**src/inc/ep0_csr_pkg.sv**
```systemverilog
// package: register map, field positions and carriers for the endpoint zero control/status block
package ep0_csr_pkg;

  // ----------------------------------------------------------------
  // register map
  // ----------------------------------------------------------------
  localparam logic [7:0] CSR_ADDR = 8'h11;
  localparam logic [3:0] CSR_INDEX = 4'h0;
  localparam logic [7:0] CSR_RESET = 8'h00;

  // ----------------------------------------------------------------
  // field positions, bit 7 down to bit 0
  // ----------------------------------------------------------------
  localparam int unsigned SERVICED_SETUP_END_BIT = 7;
  localparam int unsigned SERVICED_PACKET_RECEIVED_BIT = 6;
  localparam int unsigned SEND_STALL_BIT = 5;
  localparam int unsigned SETUP_END_FLAG_BIT = 4;
  localparam int unsigned TRANSFER_LAST_PACKET_BIT = 3;
  localparam int unsigned SENT_STALL_FLAG_BIT = 2;
  localparam int unsigned IN_PACKET_READY_BIT = 1;
  localparam int unsigned PACKET_RECEIVED_FLAG_BIT = 0;

  // ----------------------------------------------------------------
  // carriers
  // ----------------------------------------------------------------
  typedef struct packed {
    logic wr;
    logic rd;
    logic [3:0] index;
    logic [7:0] addr;
    logic [7:0] wdata;
  } reg_req_s;

  // one-cycle event pulses from the serial interface engine
  typedef struct packed {
    logic pkt_loaded;
    logic in_sent;
    logic stall_sent;
    logic ctrl_end_early;
    logic status_done;
  } sie_evt_s;

  // levels presented back to the serial interface engine
  typedef struct packed {
    logic send_stall;
    logic transfer_last_packet;
    logic in_packet_ready;
    logic packet_received_flag;
  } sie_ctl_s;

endpackage

```
**src/logic/ep0_csr.sv**
```systemverilog
// endpoint zero control/status register with its serial interface engine events
`timescale 1ns/1ns
module ep0_csr (
  input wire logic MCLK,
  input wire logic SYS_RST,
  input wire ep0_csr_pkg::reg_req_s REG_REQ,
  output logic [7:0] REG_RDATA,
  input wire ep0_csr_pkg::sie_evt_s SIE_EVT,
  output ep0_csr_pkg::sie_ctl_s SIE_CTL,
  output logic EP0_INT
);

  // ----------------------------------------------------------------
  // register decode
  // ----------------------------------------------------------------
  logic hit;
  logic wr_hit;
  logic rd_hit;
  logic [7:0] wd;

  // the block answers only while the endpoint index selects endpoint zero
  assign hit = (REG_REQ.addr == ep0_csr_pkg::CSR_ADDR) && (REG_REQ.index == ep0_csr_pkg::CSR_INDEX);
  assign wr_hit = REG_REQ.wr && hit;
  assign rd_hit = REG_REQ.rd && hit;
  assign wd = REG_REQ.wdata;

  logic svc_setup_end;
  logic svc_pkt;
  logic set_stall;
  logic setup_end_event;

  assign svc_setup_end = wr_hit && wd[ep0_csr_pkg::SERVICED_SETUP_END_BIT];
  assign svc_pkt = wr_hit && wd[ep0_csr_pkg::SERVICED_PACKET_RECEIVED_BIT];
  assign set_stall = wr_hit && wd[ep0_csr_pkg::SEND_STALL_BIT];

  // ----------------------------------------------------------------
  // flags
  // ----------------------------------------------------------------
  logic setup_end_flag_q;
  logic packet_received_flag_q;
  logic send_stall_q;
  logic sent_stall_flag_q;
  logic in_packet_ready_q;
  logic transfer_last_packet_q;

  // a transfer that ends after the last-packet bit was set is a normal end
  assign setup_end_event = SIE_EVT.ctrl_end_early && !transfer_last_packet_q;

  // set wins over the serviced clear so a back-to-back event is not lost
  always_ff @(posedge MCLK) begin
    if (SYS_RST) begin
      setup_end_flag_q <= 1'b0;
    end else if (setup_end_event) begin
      setup_end_flag_q <= 1'b1;
    end else if (svc_setup_end) begin
      setup_end_flag_q <= 1'b0;
    end
  end

  always_ff @(posedge MCLK) begin
    if (SYS_RST) begin
      packet_received_flag_q <= 1'b0;
    end else if (SIE_EVT.pkt_loaded) begin
      packet_received_flag_q <= 1'b1;
    end else if (svc_pkt) begin
      packet_received_flag_q <= 1'b0;
    end
  end

  // a fresh abort request from firmware outranks the completion of an older stall
  always_ff @(posedge MCLK) begin
    if (SYS_RST) begin
      send_stall_q <= 1'b0;
    end else if (set_stall) begin
      send_stall_q <= 1'b1;
    end else if (SIE_EVT.stall_sent) begin
      send_stall_q <= 1'b0;
    end
  end

  // sent-stall is cleared by firmware writing zero to it
  always_ff @(posedge MCLK) begin
    if (SYS_RST) begin
      sent_stall_flag_q <= 1'b0;
    end else if (SIE_EVT.stall_sent) begin
      sent_stall_flag_q <= 1'b1;
    end else if (wr_hit && !wd[ep0_csr_pkg::SENT_STALL_FLAG_BIT]) begin
      sent_stall_flag_q <= 1'b0;
    end
  end

  always_ff @(posedge MCLK) begin
    if (SYS_RST) begin
      in_packet_ready_q <= 1'b0;
    end else if (wr_hit && wd[ep0_csr_pkg::IN_PACKET_READY_BIT]) begin
      in_packet_ready_q <= 1'b1;
    end else if (SIE_EVT.in_sent) begin
      in_packet_ready_q <= 1'b0;
    end
  end

  // last-packet marker lives until the transfer it belongs to is over
  always_ff @(posedge MCLK) begin
    if (SYS_RST) begin
      transfer_last_packet_q <= 1'b0;
    end else if (wr_hit && wd[ep0_csr_pkg::TRANSFER_LAST_PACKET_BIT]) begin
      transfer_last_packet_q <= 1'b1;
    end else if (SIE_EVT.status_done || SIE_EVT.ctrl_end_early) begin
      transfer_last_packet_q <= 1'b0;
    end
  end

  // ----------------------------------------------------------------
  // interrupt request and read data
  // ----------------------------------------------------------------
  logic [7:0] csr_view;

  // serviced bits are write-only commands and always read as zero
  assign csr_view = {1'b0, 1'b0, send_stall_q, setup_end_flag_q, transfer_last_packet_q,
                     sent_stall_flag_q, in_packet_ready_q, packet_received_flag_q};

  always_ff @(posedge MCLK) begin
    if (SYS_RST) begin
      EP0_INT <= 1'b0;
    end else begin
      EP0_INT <= SIE_EVT.pkt_loaded || SIE_EVT.in_sent || SIE_EVT.stall_sent
                 || setup_end_event || SIE_EVT.status_done;
    end
  end

  // read data is captured on the read strobe and held until the next read
  always_ff @(posedge MCLK) begin
    if (SYS_RST) begin
      REG_RDATA <= ep0_csr_pkg::CSR_RESET;
    end else if (rd_hit) begin
      REG_RDATA <= csr_view;
    end else if (REG_REQ.rd) begin
      REG_RDATA <= 8'h00;
    end
  end

  assign SIE_CTL.send_stall = send_stall_q;
  assign SIE_CTL.transfer_last_packet = transfer_last_packet_q;
  assign SIE_CTL.in_packet_ready = in_packet_ready_q;
  assign SIE_CTL.packet_received_flag = packet_received_flag_q;

  // ----------------------------------------------------------------
  // checks
  // ----------------------------------------------------------------
  chk_rd_addr_map: assert property (@(posedge MCLK) disable iff (SYS_RST)
    rd_hit |=> REG_RDATA == {2'b00, $past(send_stall_q), $past(setup_end_flag_q),
      $past(transfer_last_packet_q), $past(sent_stall_flag_q), $past(in_packet_ready_q),
      $past(packet_received_flag_q)})
    else $error("register read does not match flag layout");

  chk_svc_setup_clear: assert property (@(posedge MCLK) disable iff (SYS_RST)
    svc_setup_end && !setup_end_event |=> !setup_end_flag_q && REG_RDATA[7] == 1'b0)
    else $error("serviced setup end did not clear setup end flag");

  chk_svc_pkt_clear: assert property (@(posedge MCLK) disable iff (SYS_RST)
    svc_pkt && !SIE_EVT.pkt_loaded |=> !packet_received_flag_q ##1 REG_RDATA[6] == 1'b0)
    else $error("serviced packet did not clear packet received flag");

  chk_stall_self_clear: assert property (@(posedge MCLK) disable iff (SYS_RST)
    SIE_EVT.stall_sent && !set_stall |=> !SIE_CTL.send_stall)
    else $error("send stall still set after stall sent");

  chk_setup_end_hold: assert property (@(posedge MCLK) disable iff (SYS_RST)
    SIE_EVT.ctrl_end_early && !transfer_last_packet_q |=> setup_end_flag_q ##1 (setup_end_flag_q || $past(svc_setup_end)))
    else $error("setup end flag not set or dropped without service");

  chk_pkt_irq: assert property (@(posedge MCLK) disable iff (SYS_RST)
    SIE_EVT.pkt_loaded |=> EP0_INT && SIE_CTL.packet_received_flag)
    else $error("loaded packet did not set flag and interrupt");

  chk_in_sent: assert property (@(posedge MCLK) disable iff (SYS_RST)
    SIE_EVT.in_sent && !(wr_hit && wd[ep0_csr_pkg::IN_PACKET_READY_BIT]) |=> EP0_INT && !SIE_CTL.in_packet_ready)
    else $error("sent in packet did not clear ready and interrupt");

  chk_sent_stall: assert property (@(posedge MCLK) disable iff (SYS_RST)
    SIE_EVT.stall_sent |=> EP0_INT && sent_stall_flag_q)
    else $error("sent stall did not set flag and interrupt");

  chk_zero_write_keep: assert property (@(posedge MCLK) disable iff (SYS_RST)
    wr_hit && wd[7:5] == 3'b000 && !SIE_EVT.stall_sent && !setup_end_event && !SIE_EVT.pkt_loaded
    |=> $stable(setup_end_flag_q) && $stable(packet_received_flag_q) && $stable(send_stall_q))
    else $error("zero write to command bits changed a flag");

  chk_svc_read_zero: assert property (@(posedge MCLK) disable iff (SYS_RST)
    rd_hit |=> REG_RDATA[7:6] == 2'h0)
    else $error("serviced bits did not read as zero");

  chk_unmapped_read: assert property (@(posedge MCLK) disable iff (SYS_RST)
    REG_REQ.rd && !hit |=> REG_RDATA == 8'h00)
    else $error("read outside endpoint zero register returned data");

  chk_set_beats_clear: assert property (@(posedge MCLK) disable iff (SYS_RST)
    SIE_EVT.pkt_loaded && svc_pkt |=> packet_received_flag_q)
    else $error("packet received flag lost to a same-cycle service write");

  chk_early_end_normal: assert property (@(posedge MCLK) disable iff (SYS_RST)
    SIE_EVT.ctrl_end_early && transfer_last_packet_q && !svc_setup_end |=> $stable(setup_end_flag_q))
    else $error("normal transfer end changed setup end flag");

  chk_int_quiet: assert property (@(posedge MCLK) disable iff (SYS_RST)
    !SIE_EVT.pkt_loaded && !SIE_EVT.in_sent && !SIE_EVT.stall_sent && !setup_end_event
    && !SIE_EVT.status_done |=> !EP0_INT)
    else $error("interrupt raised without an event");

endmodule

```
**config.mk**
```make
export PLATFORM = sky130hd
export DESIGN_NAME = ep0_csr
export DESIGN_NICKNAME = d
export VERILOG_FILES = /design/src/inc/ep0_csr_pkg.sv /design/src/logic/ep0_csr.sv
export SDC_FILE = /design/constraint.sdc
export NUM_CORES = 1
export LEC_CHECK = 0
export BUFFER_PORTS_ARGS = -buffer_cell sky130_fd_sc_hd__buf_2
export CORE_MARGIN = 3
export CORE_UTILIZATION = 42
export DETAILED_ROUTE_END_ITERATION = 8
export PLACE_DENSITY = 0.79
export SYNTH_ARGS = -nofsm -noshare
export SYNTH_HDL_FRONTEND = slang
export SYNTH_SLANG_ARGS = --single-unit
```
**constraint.sdc**
```tcl
create_clock -name MCLK -period 1.8 [get_ports MCLK]
set_clock_uncertainty 0.05 [all_clocks]
set_input_delay 0.09 -clock MCLK [delete_from_list [all_inputs] [get_ports MCLK]]
set_output_delay 0.09 -clock MCLK [all_outputs]
set_load 0.1 [all_outputs]
```
# After elaboration in Yosys (flattened, before gate mapping)
# Cells that the tools add are included.
dict set report word_totals {
  inputBits 29
  ff_bits 13
  out_inout_bits 13
  word_cells 48
}
dict set report classes {
  n_reduce_logical 25
  eq_ne 1
  muxes 14
}
# operator count
set op_table {}
lappend op_table {{nonzero test 2 bit} 7}
lappend op_table {{two-way mux 1 bit} 12}
lappend op_table {{two-way mux 6 bit} 2}
lappend op_table {{logical AND 1 bit} 10}
lappend op_table {{== test 8 x 5 -> 1 bit (second input constant)} 1}
lappend op_table {{logical OR 1 bit} 5}
lappend op_table {{logical NOT 4 bit} 1}
lappend op_table {{logical NOT 1 bit} 2}

# Depth between registers and ports, before layout
# Gate-level depths: netlist (run 1).
dict set report depth {
  ltp_word 6
  ltp_mapped 4
  depth_no_buf 3
}

# Least setup slack after synthesis (run 1)
# No wires, ideal clock.
dict set report synth_timing {
  path_kind {reg-to-reg}
  startpoint {register REG_RDATA[0] (netlist name)}
  endpoint {register REG_RDATA[0]}
  required_ps 1680
  slack_ps 520
  t_arrival_ps 1159
  setup_time_ps 70
  stages_incl_launch_ff 3
  synth_period_minus_slack_ps 1280
  cell_sequence {dfxtp_1 -> nand2b_1 -> a21oi_1}
}
# element line_no
set synth_lines {}
lappend synth_lines {{end signal: assignment} ep0_csr.sv:134} ;# REG_RDATA <= ep0_csr_pkg::CSR_RESET;
lappend synth_lines {{end signal: assignment} ep0_csr.sv:136} ;# REG_RDATA <= csr_view;
lappend synth_lines {{end: declaration} ep0_csr.sv:7} ;# output logic [7:0] REG_RDATA,

# Worst setup path after layout (run 1)
dict set report layout_timing {
  startpoint {register transfer_last_packet_q}
  endpoint {output port SIE_CTL[2] in the netlist's numbering}
}
# element line_no
set layout_lines {}
lappend layout_lines {{start: declaration} ep0_csr.sv:44} ;# logic transfer_last_packet_q;
lappend layout_lines {{start signal: assignment} ep0_csr.sv:105} ;# transfer_last_packet_q <= 1'b0;
lappend layout_lines {{start signal: assignment} ep0_csr.sv:107} ;# transfer_last_packet_q <= 1'b1;
lappend layout_lines {{start signal: assignment} ep0_csr.sv:109} ;# transfer_last_packet_q <= 1'b0;
lappend layout_lines {{end: declaration} ep0_csr.sv:9} ;# output ep0_csr_pkg::sie_ctl_s SIE_CTL,
# No word-level cell between the ends.

==> impl_metrics.env, run 1 <==
export IMPL_ys_seq_area_frac=0.382
export IMPL_required_ps=1660
export IMPL_drt_pass1_iterations=4
export IMPL_cp_slowest_stage_delay_ps=450
export IMPL_slew_violations=0
export IMPL_peakVddDrop_mv=0.458
export IMPL_hold_violations=0
export IMPL_cap_violations=0
export IMPL_via_count=634
export IMPL_syn_area_um2=682
export IMPL_p_leak_nw=0.403
export IMPL_slowest_stage="buf_2"
export IMPL_syn_inst=73
export IMPL_hp_class="in2reg"
export IMPL_yosys_top_cells_area="dfxtp_1 38%, nand2b_1 9.2%, nor4b_4 7.0%"
export IMPL_htree_levels=1
export IMPL_io_buffers=37
export IMPL_synth_top_area_cell="dfxtp_1"
export IMPL_dpl_cell_area_um2=845
export IMPL_yosysTopAreaCellShare=0.382
export IMPL_wirelength_mm=1.43
export IMPL_post_cts_buffers=0
export IMPL_drtIter0Drc=10
export IMPL_crit_chain="buf_2"
export IMPL_outcome="complete, no violations"
export IMPL_core_area_um2=1420
export IMPL_grt_antenna_before_repair=0
export IMPL_grt_busiest_layer="met2"
export IMPL_pwr_share_seq=0.503
export IMPL_grt_pass1_vias=542
export IMPL_synth_warnings=0
export IMPL_synth_seq_cells=13
export IMPL_clockBufferDepth=2
export IMPL_design_area_um2=891
export IMPL_power_density_nw_per_um2=661
export IMPL_routabilityCongestion=0.778
export IMPL_tns_ps=0
export IMPL_initial_utilization=0.482
export IMPL_fin_crit_ps=1230
export IMPL_ant_nets=0
export IMPL_cp_arrival_ps=1090
export IMPL_p_clk_frac=0.298
export IMPL_area_growth_pct=30.6
export IMPL_ios=42
export IMPL_post_cts_resized=0
export IMPL_cpLargestDelayFamily="buffers and inverters"
export IMPL_diodes=0
export IMPL_die_width_um=46.3
export IMPL_met1_usage=0.173
export IMPL_grt_usage=0.146
export IMPL_grt_max_degree=17
export IMPL_grt_pass1_wl_mm=2.26
export IMPL_start_kind="flop"
export IMPL_drc_errors=0
export IMPL_comb_power_share=0.199
export IMPL_p_int_mw=0.421
export IMPL_rsz0062_at_grt="no"
export IMPL_p_sw_frac=0.284
export IMPL_numCtsBuffers=3
export IMPL_gr_total_overflow=0
export IMPL_routedWlPerCell_um=11.4
export IMPL_avgSynthCellArea_um2=9.34
export IMPL_final_cells=125
export IMPL_vias_per_cell=5.07
export IMPL_drive_gt1_frac=0.418
export IMPL_clk_latency_ps=270
export IMPL_p_switching_mw=0.167
export IMPL_dp_hpwl_mm=1.19
export IMPL_fp_dieH_um=46.3
export IMPL_critPathBufInv=1
export IMPL_cts_tree="done"
export IMPL_ctsHoldBuffers=2
export IMPL_cp_max_fo=4
export IMPL_path_clk_slew_ps=70
export IMPL_die_area_um2=2140
export IMPL_dp_cells=119
export IMPL_layout_nets=140
export IMPL_ys_types=20
export IMPL_fin_crit_sh=0.686
export IMPL_cts_root_buf="clkbuf_4"
export IMPL_cts_sinks=13
export IMPL_worstSetupPathType="reg2out"
export IMPL_setup_viol=0
export IMPL_use_met3=0.0352
export IMPL_clock_fmax_ghz=0.810
export IMPL_rows=13
export IMPL_critPathCaptureType="primary output"
export IMPL_met2_usage=0.245
==> path summary, 6_finish.rpt <==
path	from	end	slack, ps	cells past startpoint
min	SIE_EVT[2]	send_stall_q	10	2
max reg2reg	transfer_last_packet_q	transfer_last_packet_q	630	2
min reg2reg	REG_RDATA[1]	REG_RDATA[1]	420	2
max	transfer_last_packet_q	SIE_CTL[2]	570	1
==> placed cells by master, fill, tap and decap left out, types with 2 or more instances in the layout <==
cell and count:
nor4b_4 2, dlygate4sd3_1 2, o32ai_1 2, nor2_1 4, and2_1 6, clkbuf_4 3
nand4_1 6, o31a_1 2, inv_1 4, nand2b_1 10, conb_1 2, a21oi_1 8
buf_2 37, dfxtp_1 13
==> power by group through the flow <==
stage / combinational (mW) / clock [mW] / sequential [mW]
6_report: 0.117 / 0.176 / 0.296
3_5_place_dp: 0.114 / 0 / 0.303
5_1_grt: 0.126 / 0.195 / 0.297
3_3_place_gp: 0.112 / 0 / 0.303
2_1_floorplan: 0.0652 / 0 / 0.312
4_1_cts: 0.117 / 0.182 / 0.296
==> metrics by stage <==
stage / hold slack (ps) / util / total power, mW / setup slack [ps]
after floorplan: 157 / - / 0.377 / 520
after global placement: 258 / 0.597 / 0.415 / 451
after detailed placement: 266 / 0.597 / 0.417 / 449
after CTS: 1.52 / 0.630 / 0.595 / 566
after global routing: 8.32 / 0.630 / 0.618 / 528
final: 9.91 / 0.630 / 0.589 / 565
==> synthesized netlist by cell type <==
| cell type | instances |
|---|---|
| inv_1 | 4 |
| nor4_1 | 1 |
| conb_1 | 1 |
| nand4_1 | 6 |
| nand2b_1 | 10 |
| clkbuf_1 | 2 |
| buf_4 | 6 |
| nor4_4 | 1 |
| o32ai_1 | 2 |
| nor2_1 | 4 |
| or4b_2 | 1 |
| o21a_1 | 1 |
| nand2_1 | 1 |
| nor4b_4 | 2 |
| dfxtp_1 | 13 |
| a21oi_1 | 8 |
| nand4_4 | 1 |
| o21ai_1 | 1 |
| o31a_1 | 2 |
| and2_1 | 6 |
==> flip-flops by register name (all words and copies together) (netlist names) <==
name                    count
send_stall_q                1
REG_RDATA                   6
packet_received_flag_q      1
sent_stall_flag_q           1
in_packet_ready_q           1
setup_end_flag_q            1
transfer_last_packet_q      1
EP0_INT                     1
==> cell families (layout without fill, tap and decap cells) <==
kind of cell           after synthesis  in the layout  synth area share
AO/OA/AOI/OAI                       14             14             0.128
flip-flops                          13             13             0.382
AND/OR/NAND/NOR                     33             33             0.385
buffers and inverters               12             48            0.0991
other                                1              2           0.00550
==> cell type report <==
class | instances | area (um^2)
Tap cell | 15 | 18.8
Sequential cell | 13 | 260
Clock buffer | 4 | 26.3
Multi-Input combinational cell | 49 | 358
Fill cell | 135 | 524
Timing Repair Buffer | 40 | 213
Inverter | 4 | 15.0
==> layer usage <==
layer  vias up  share of wire
met3         0           0.14
met1       276           0.42
met4         0              0
met2        35           0.44
li1        323              -
met5         -              0
No activity file was read; power rests on OpenSTA's default activity.
==> inputs of run 2 (changes only) <==
Settings changed: CORE_UTILIZATION 42 to 41, PLACE_DENSITY 0.79 to 0.77.
Clock period 1.8 ns to 1.24 ns, I/O delays scaled along.
==> run 2 against run 1 <==
Compared with the run above: cell area rose by 11%; via count grew 3.3%; wire length rose by 8.9%; utilization up 0.93 points; total power increased by 49%; critical path depth stayed put; count of clock-buffer cells in the layout did not move; clock power up 45%; register-to-register slack got worse by 520 ps; global-route usage up 1.1 points; highest routed layer is now met4.
==> impl_metrics.env, run 2 (synthesized netlist as in run 1, its figures left out) <==
export IMPL_clk_latency_ps=270
export IMPL_vias_per_cell=4.85
export IMPL_tns_ps=0
export IMPL_slowest_stage="buf_2"
export IMPL_diodes=0
export IMPL_core_area_um2=1540
export IMPL_drtIter0Drc=11
export IMPL_clock_fmax_ghz=0.859
export IMPL_drt_pass1_iterations=4
export IMPL_ant_nets=0
export IMPL_routedWlPerCell_um=11.5
export IMPL_cts_sinks=13
export IMPL_hold_violations=0
export IMPL_grt_antenna_before_repair=0
export IMPL_cts_tree="done"
export IMPL_die_area_um2=2190
export IMPL_multi_input_area_um2=358
export IMPL_start_kind="flop"
export IMPL_dp_cells=124
export IMPL_ios=42
export IMPL_via_count=655
export IMPL_regArea_um2=268
export IMPL_critPathBufInv=1
export IMPL_fp_dieH_um=46.8
export IMPL_slew_violations=0
export IMPL_area_growth_pct=44.4
export IMPL_numCtsBuffers=3
export IMPL_gr_total_overflow=0
export IMPL_layout_nets=149
export IMPL_htree_levels=1
export IMPL_fin_hold_ws_ps=14.5
export IMPL_final_cells=135
export IMPL_initial_utilization=0.442
export IMPL_routabilityCongestion=0.799
export IMPL_cap_violations=0
export IMPL_hp_class="in2reg"
export IMPL_rsz0062_at_grt="no"
export IMPL_peakVddDrop_mv=0.712
export IMPL_cts_root_buf="clkbuf_4"
export IMPL_drive_gt1_frac=0.471
export IMPL_grt_pass1_vias=654
export IMPL_fin_crit_sh=0.939
export IMPL_die_width_um=46.8
export IMPL_cp_arrival_ps=1050
export IMPL_io_buffers=37
export IMPL_required_ps=1130
export IMPL_cp_slowest_stage_delay_ps=430
export IMPL_top_register="REG_RDATA"
export IMPL_largest_reg_flops=6
export IMPL_wirelength_mm=1.56
export IMPL_path_clk_slew_ps=80
export IMPL_crit_chain="buf_2"
export IMPL_rows=14
export IMPL_dp_hpwl_mm=1.20
export IMPL_layout_commonest_cell="buf_2"
export IMPL_clockBufferDepth=2
export IMPL_grt_usage=0.158
export IMPL_cpLargestDelayFamily="buffers and inverters"
export IMPL_final_cell_mix="35 x buf_2, 10 x nand2b_1, 8 x a21oi_1, 7 x dfxtp_1, 7 x dlygate4sd3_1"
export IMPL_grt_pass1_wl_mm=2.46
export IMPL_r2r_slack_ps=110
export IMPL_fin_crit_ps=1160
export IMPL_worstSetupPathType="reg2out"
export IMPL_cp_max_fo=3
export IMPL_outcome="complete, no violations"
export IMPL_num_fill_cells=133
export IMPL_drc_errors=0
export IMPL_grt_max_degree=16
export IMPL_critPathCaptureType="primary output"
export IMPL_power_density_nw_per_um2=888
export IMPL_p_leak_nw=0.448
export IMPL_setup_viol=0
-- run 2: cell type report --
class | instances | area share
repair buffers | 49 | 0.302
flip-flops and latches | 13 | 0.272
multi-input cells | 49 | 0.363
well taps | 16 | 0.0203
inverters | 4 | 0.0152
clock buffers | 4 | 0.0267
-- run 2: path summary, 6_finish.rpt --
check / start / end / depth (start not counted)
worst max-delay path: in_packet_ready_q / SIE_CTL[1] / 1
worst min-delay path: REG_REQ[6] / packet_received_flag_q / 3
worst max register to register: transfer_last_packet_q / transfer_last_packet_q / 2
worst min register to register: REG_RDATA[4] / REG_RDATA[4] / 2
-- run 2: per-stage QoR --
| stage | util | setup slack (ps) | area [um^2] | total power, mW |
|---|---|---|---|---|
| after global routing | 0.639 | 20.1 | 985 | 0.922 |
| after detailed placement | 0.573 | 78.0 | 883 | 0.611 |
| final | 0.639 | 76.2 | 985 | 0.874 |
| after floorplan | - | 158 | 693 | 0.547 |
| after CTS | 0.637 | 57.0 | 982 | 0.884 |
| after global placement | 0.573 | 95.3 | 883 | 0.607 |
-- run 2: what timing repair did --
| item | CTS | global route |
|---|---|---|
| resized for setup | 1 | 1 |
| hold endpoints to repair | 5 | 0 |
| hold buffers | 7 | 0 |
| endpoints found under the setup margin | 1 | 1 |
| buffers inserted | 0 | 0 |
-- run 2: per-layer routing --
metal	GRT usage	vias to the layer above	wire length, um
met1	0.174	277	611
met3	0.0268	2	187
met4	0.0939	0	8
li1	-	340	-
met2	0.279	36	749
met5	0	-	0
-- run 2: power by group --
group / internal, mW / switching [mW] / leakage [nW]
Combinational: 0.0763 / 0.113 / 0.324
Clock: 0.124 / 0.131 / 0.0150
Sequential: 0.426 / 0.00380 / 0.109
==> inputs of run 3 (changes only) <==
Settings changed: ABC_AREA from default to 1, GPL_ROUTABILITY_DRIVEN from default to 0.
==> run 3 against run 2 <==
Compared with the run above: combinational power shrank 11%; synthesized area shrank 0.73%; via count grew 0.76%; first-iteration DRC count shrank 64%; critical endpoint is now SIE_CTL[0].
==> impl_metrics.env, run 3 <==
export IMPL_peakVddDrop_mv=0.594
export IMPL_yosys_top_cells_area="dfxtp_1 38%, nand2_1 10%, a21oi_2 7.8%"
export IMPL_outcome="complete, no violations"
export IMPL_ys_types=19
export IMPL_critPathBufInv=1
export IMPL_slowest_stage="dfxtp_1"
export IMPL_start_kind="flop"
export IMPL_yosysTopAreaCellShare=0.384
export IMPL_hp_class="in2reg"
export IMPL_largest_reg_flops=6
export IMPL_design_area_um2=963
export IMPL_layout_nets=159
export IMPL_vias_per_cell=4.55
export IMPL_final_cell_mix="33 x buf_2, 18 x nand2_1, 13 x inv_1, 7 x dfxtp_1, 7 x dlygate4sd3_1"
export IMPL_die_area_um2=2170
export IMPL_htree_levels=1
export IMPL_cts_tree="done"
export IMPL_worstSetupPathType="reg2out"
export IMPL_fin_crit_sh=0.920
export IMPL_rsz0062_at_grt="no"
export IMPL_num_fill_cells=138
export IMPL_power_density_nw_per_um2=899
export IMPL_drive_gt1_frac=0.512
export IMPL_r2r_start="transfer_last_packet_q"
export IMPL_diodes=0
export IMPL_cpLargestDelayFamily="flip-flops"
export IMPL_wirelength_mm=1.58
export IMPL_cp_max_fo=3
export IMPL_grt_antenna_before_repair=0
export IMPL_rows=14
export IMPL_initial_utilization=0.444
export IMPL_ant_nets=0
export IMPL_clock_fmax_ghz=0.876
export IMPL_async_flop_share=0
export IMPL_critPathLaunch="packet_received_flag_q"
export IMPL_gr_total_overflow=0
export IMPL_numCtsBuffers=3
export IMPL_synth_commonest_cells="18 x nand2_1, 13 x dfxtp_1, 13 x inv_1"
export IMPL_fp_dieH_um=46.6
export IMPL_clk_latency_ps=280
export IMPL_drc_errors=0
export IMPL_tns_ps=0
export IMPL_die_width_um=46.6
export IMPL_synth_warnings=0
export IMPL_post_cts_buffers=0
export IMPL_cp_arrival_ps=1030
export IMPL_grt_pass1_vias=592
export IMPL_via_count=660
export IMPL_r2r_slack_ps=280
export IMPL_grt_max_degree=14
export IMPL_io_buffers=37
export IMPL_synth_top_area_cell="dfxtp_1"
export IMPL_core_area_um2=1520
export IMPL_routedWlPerCell_um=10.9
export IMPL_ios=42
export IMPL_drt_pass1_iterations=4
export IMPL_ys_seq_area_frac=0.384
export IMPL_critPathCaptureType="primary output"
export IMPL_setup_viol=0
export IMPL_fin_crit_ps=1140
export IMPL_slew_violations=0
export IMPL_cp_slowest_stage_delay_ps=390
export IMPL_dp_hpwl_mm=1.12
export IMPL_path_clk_slew_ps=80
export IMPL_crit_chain="clkbuf_4"
export IMPL_final_util=0.632
export IMPL_avgSynthCellArea_um2=7.78
export IMPL_grt_usage=0.156
export IMPL_ys_flop_type="dfxtp_1"
export IMPL_synth_most_common_cell="nand2_1"
export IMPL_syn_area_um2=677
export IMPL_cap_violations=0
export IMPL_required_ps=1130
export IMPL_p_leak_nw=0.488
export IMPL_clockBufferDepth=2
export IMPL_synth_seq_cells=13
export IMPL_drtIter0Drc=4
export IMPL_min_from="SIE_EVT[0]"
export IMPL_dpl_cell_area_um2=860
export IMPL_hold_violations=0
export IMPL_area_growth_pct=42.3
export IMPL_layout_commonest_cell="buf_2"
export IMPL_synth_edf_count=0
export IMPL_syn_inst=87
export IMPL_grt_pass1_wl_mm=2.38
export IMPL_cts_root_buf="clkbuf_4"
export IMPL_top_register="REG_RDATA"
export IMPL_cts_sinks=13
[run 3: cell count changes in the layout (fill, tap and decap cells not counted), moves of 6 or more]
cell / delta
nand2b_1: -10
nand2_2: +6
inv_1: +9
and2_1: -6
a21oi_2: +6
nand2_1: +17
buf_4: -6
[run 3: logic make-up after synthesis]
group | count (synthesis) | synth area share
AO/OA/AOI/OAI | 13 | 0.135
buffers and inverters | 21 | 0.150
flip-flops | 13 | 0.384
other | 1 | 0.00554
AND/OR/NAND/NOR | 39 | 0.325
[run 3: routing by layer]
metal | global-route usage | wire length, um
met1 | 0.174 | 604
met2 | 0.269 | 882
met3 | 0.0469 | 77
met4 | 0.0663 | 18
met5 | 0 | 0
[run 3: final cells by class]
type / count / area [um^2] / area share
tap: 16 / 20.0 / 0.0208
multi-input combinational: 54 / 319 / 0.331
sequential: 13 / 268 / 0.278
timing repair buffer: 44 / 278 / 0.288
inverter: 14 / 52.6 / 0.0545
clock buffer: 4 / 26.3 / 0.0273
[run 3: worst paths after layout]
kind         depth (start not counted)                     end
max                                  1              SIE_CTL[0]
min                                  4  transfer_last_packet_q
max reg2reg                          4                 EP0_INT
min reg2reg                          2            REG_RDATA[4]
[run 3: timing repair]
action,CTS,global route
setup endpoints to repair,0,3
gates resized for setup,0,3
endpoints found under the hold margin,5,0
hold buffers,7,0
[run 3: where the power goes]
part	internal, mW	switching, mW
Combinational	0.0602	0.109
Sequential	0.426	0.00641
Clock	0.125	0.139
Total	0.611	0.255
[run 3: stage by stage]
| step | hold WS [ps] | setup slack, ps | power, mW | instances |
|---|---|---|---|---|
| floorplan | 81.1 | 218 | 0.545 | 88 |
| global placement | 261 | 214 | 0.588 | 134 |
| detailed placement | 273 | 186 | 0.591 | 134 |
| CTS | 10.2 | 8.15 | 0.875 | 145 |
| global route | 33.7 | 58.3 | 0.904 | 145 |
| finish | 16.9 | 98.6 | 0.866 | 145 |
[run 3: worst register-to-register path: cells and delay by family (launching register included)]
| family | cells | cell delay [ps] |
|---|---|---|
| simple gates | 1 | 140 |
| flops | 1 | 380 |
| buf+inv | 2 | 110 |
| compound gates | 1 | 230 |
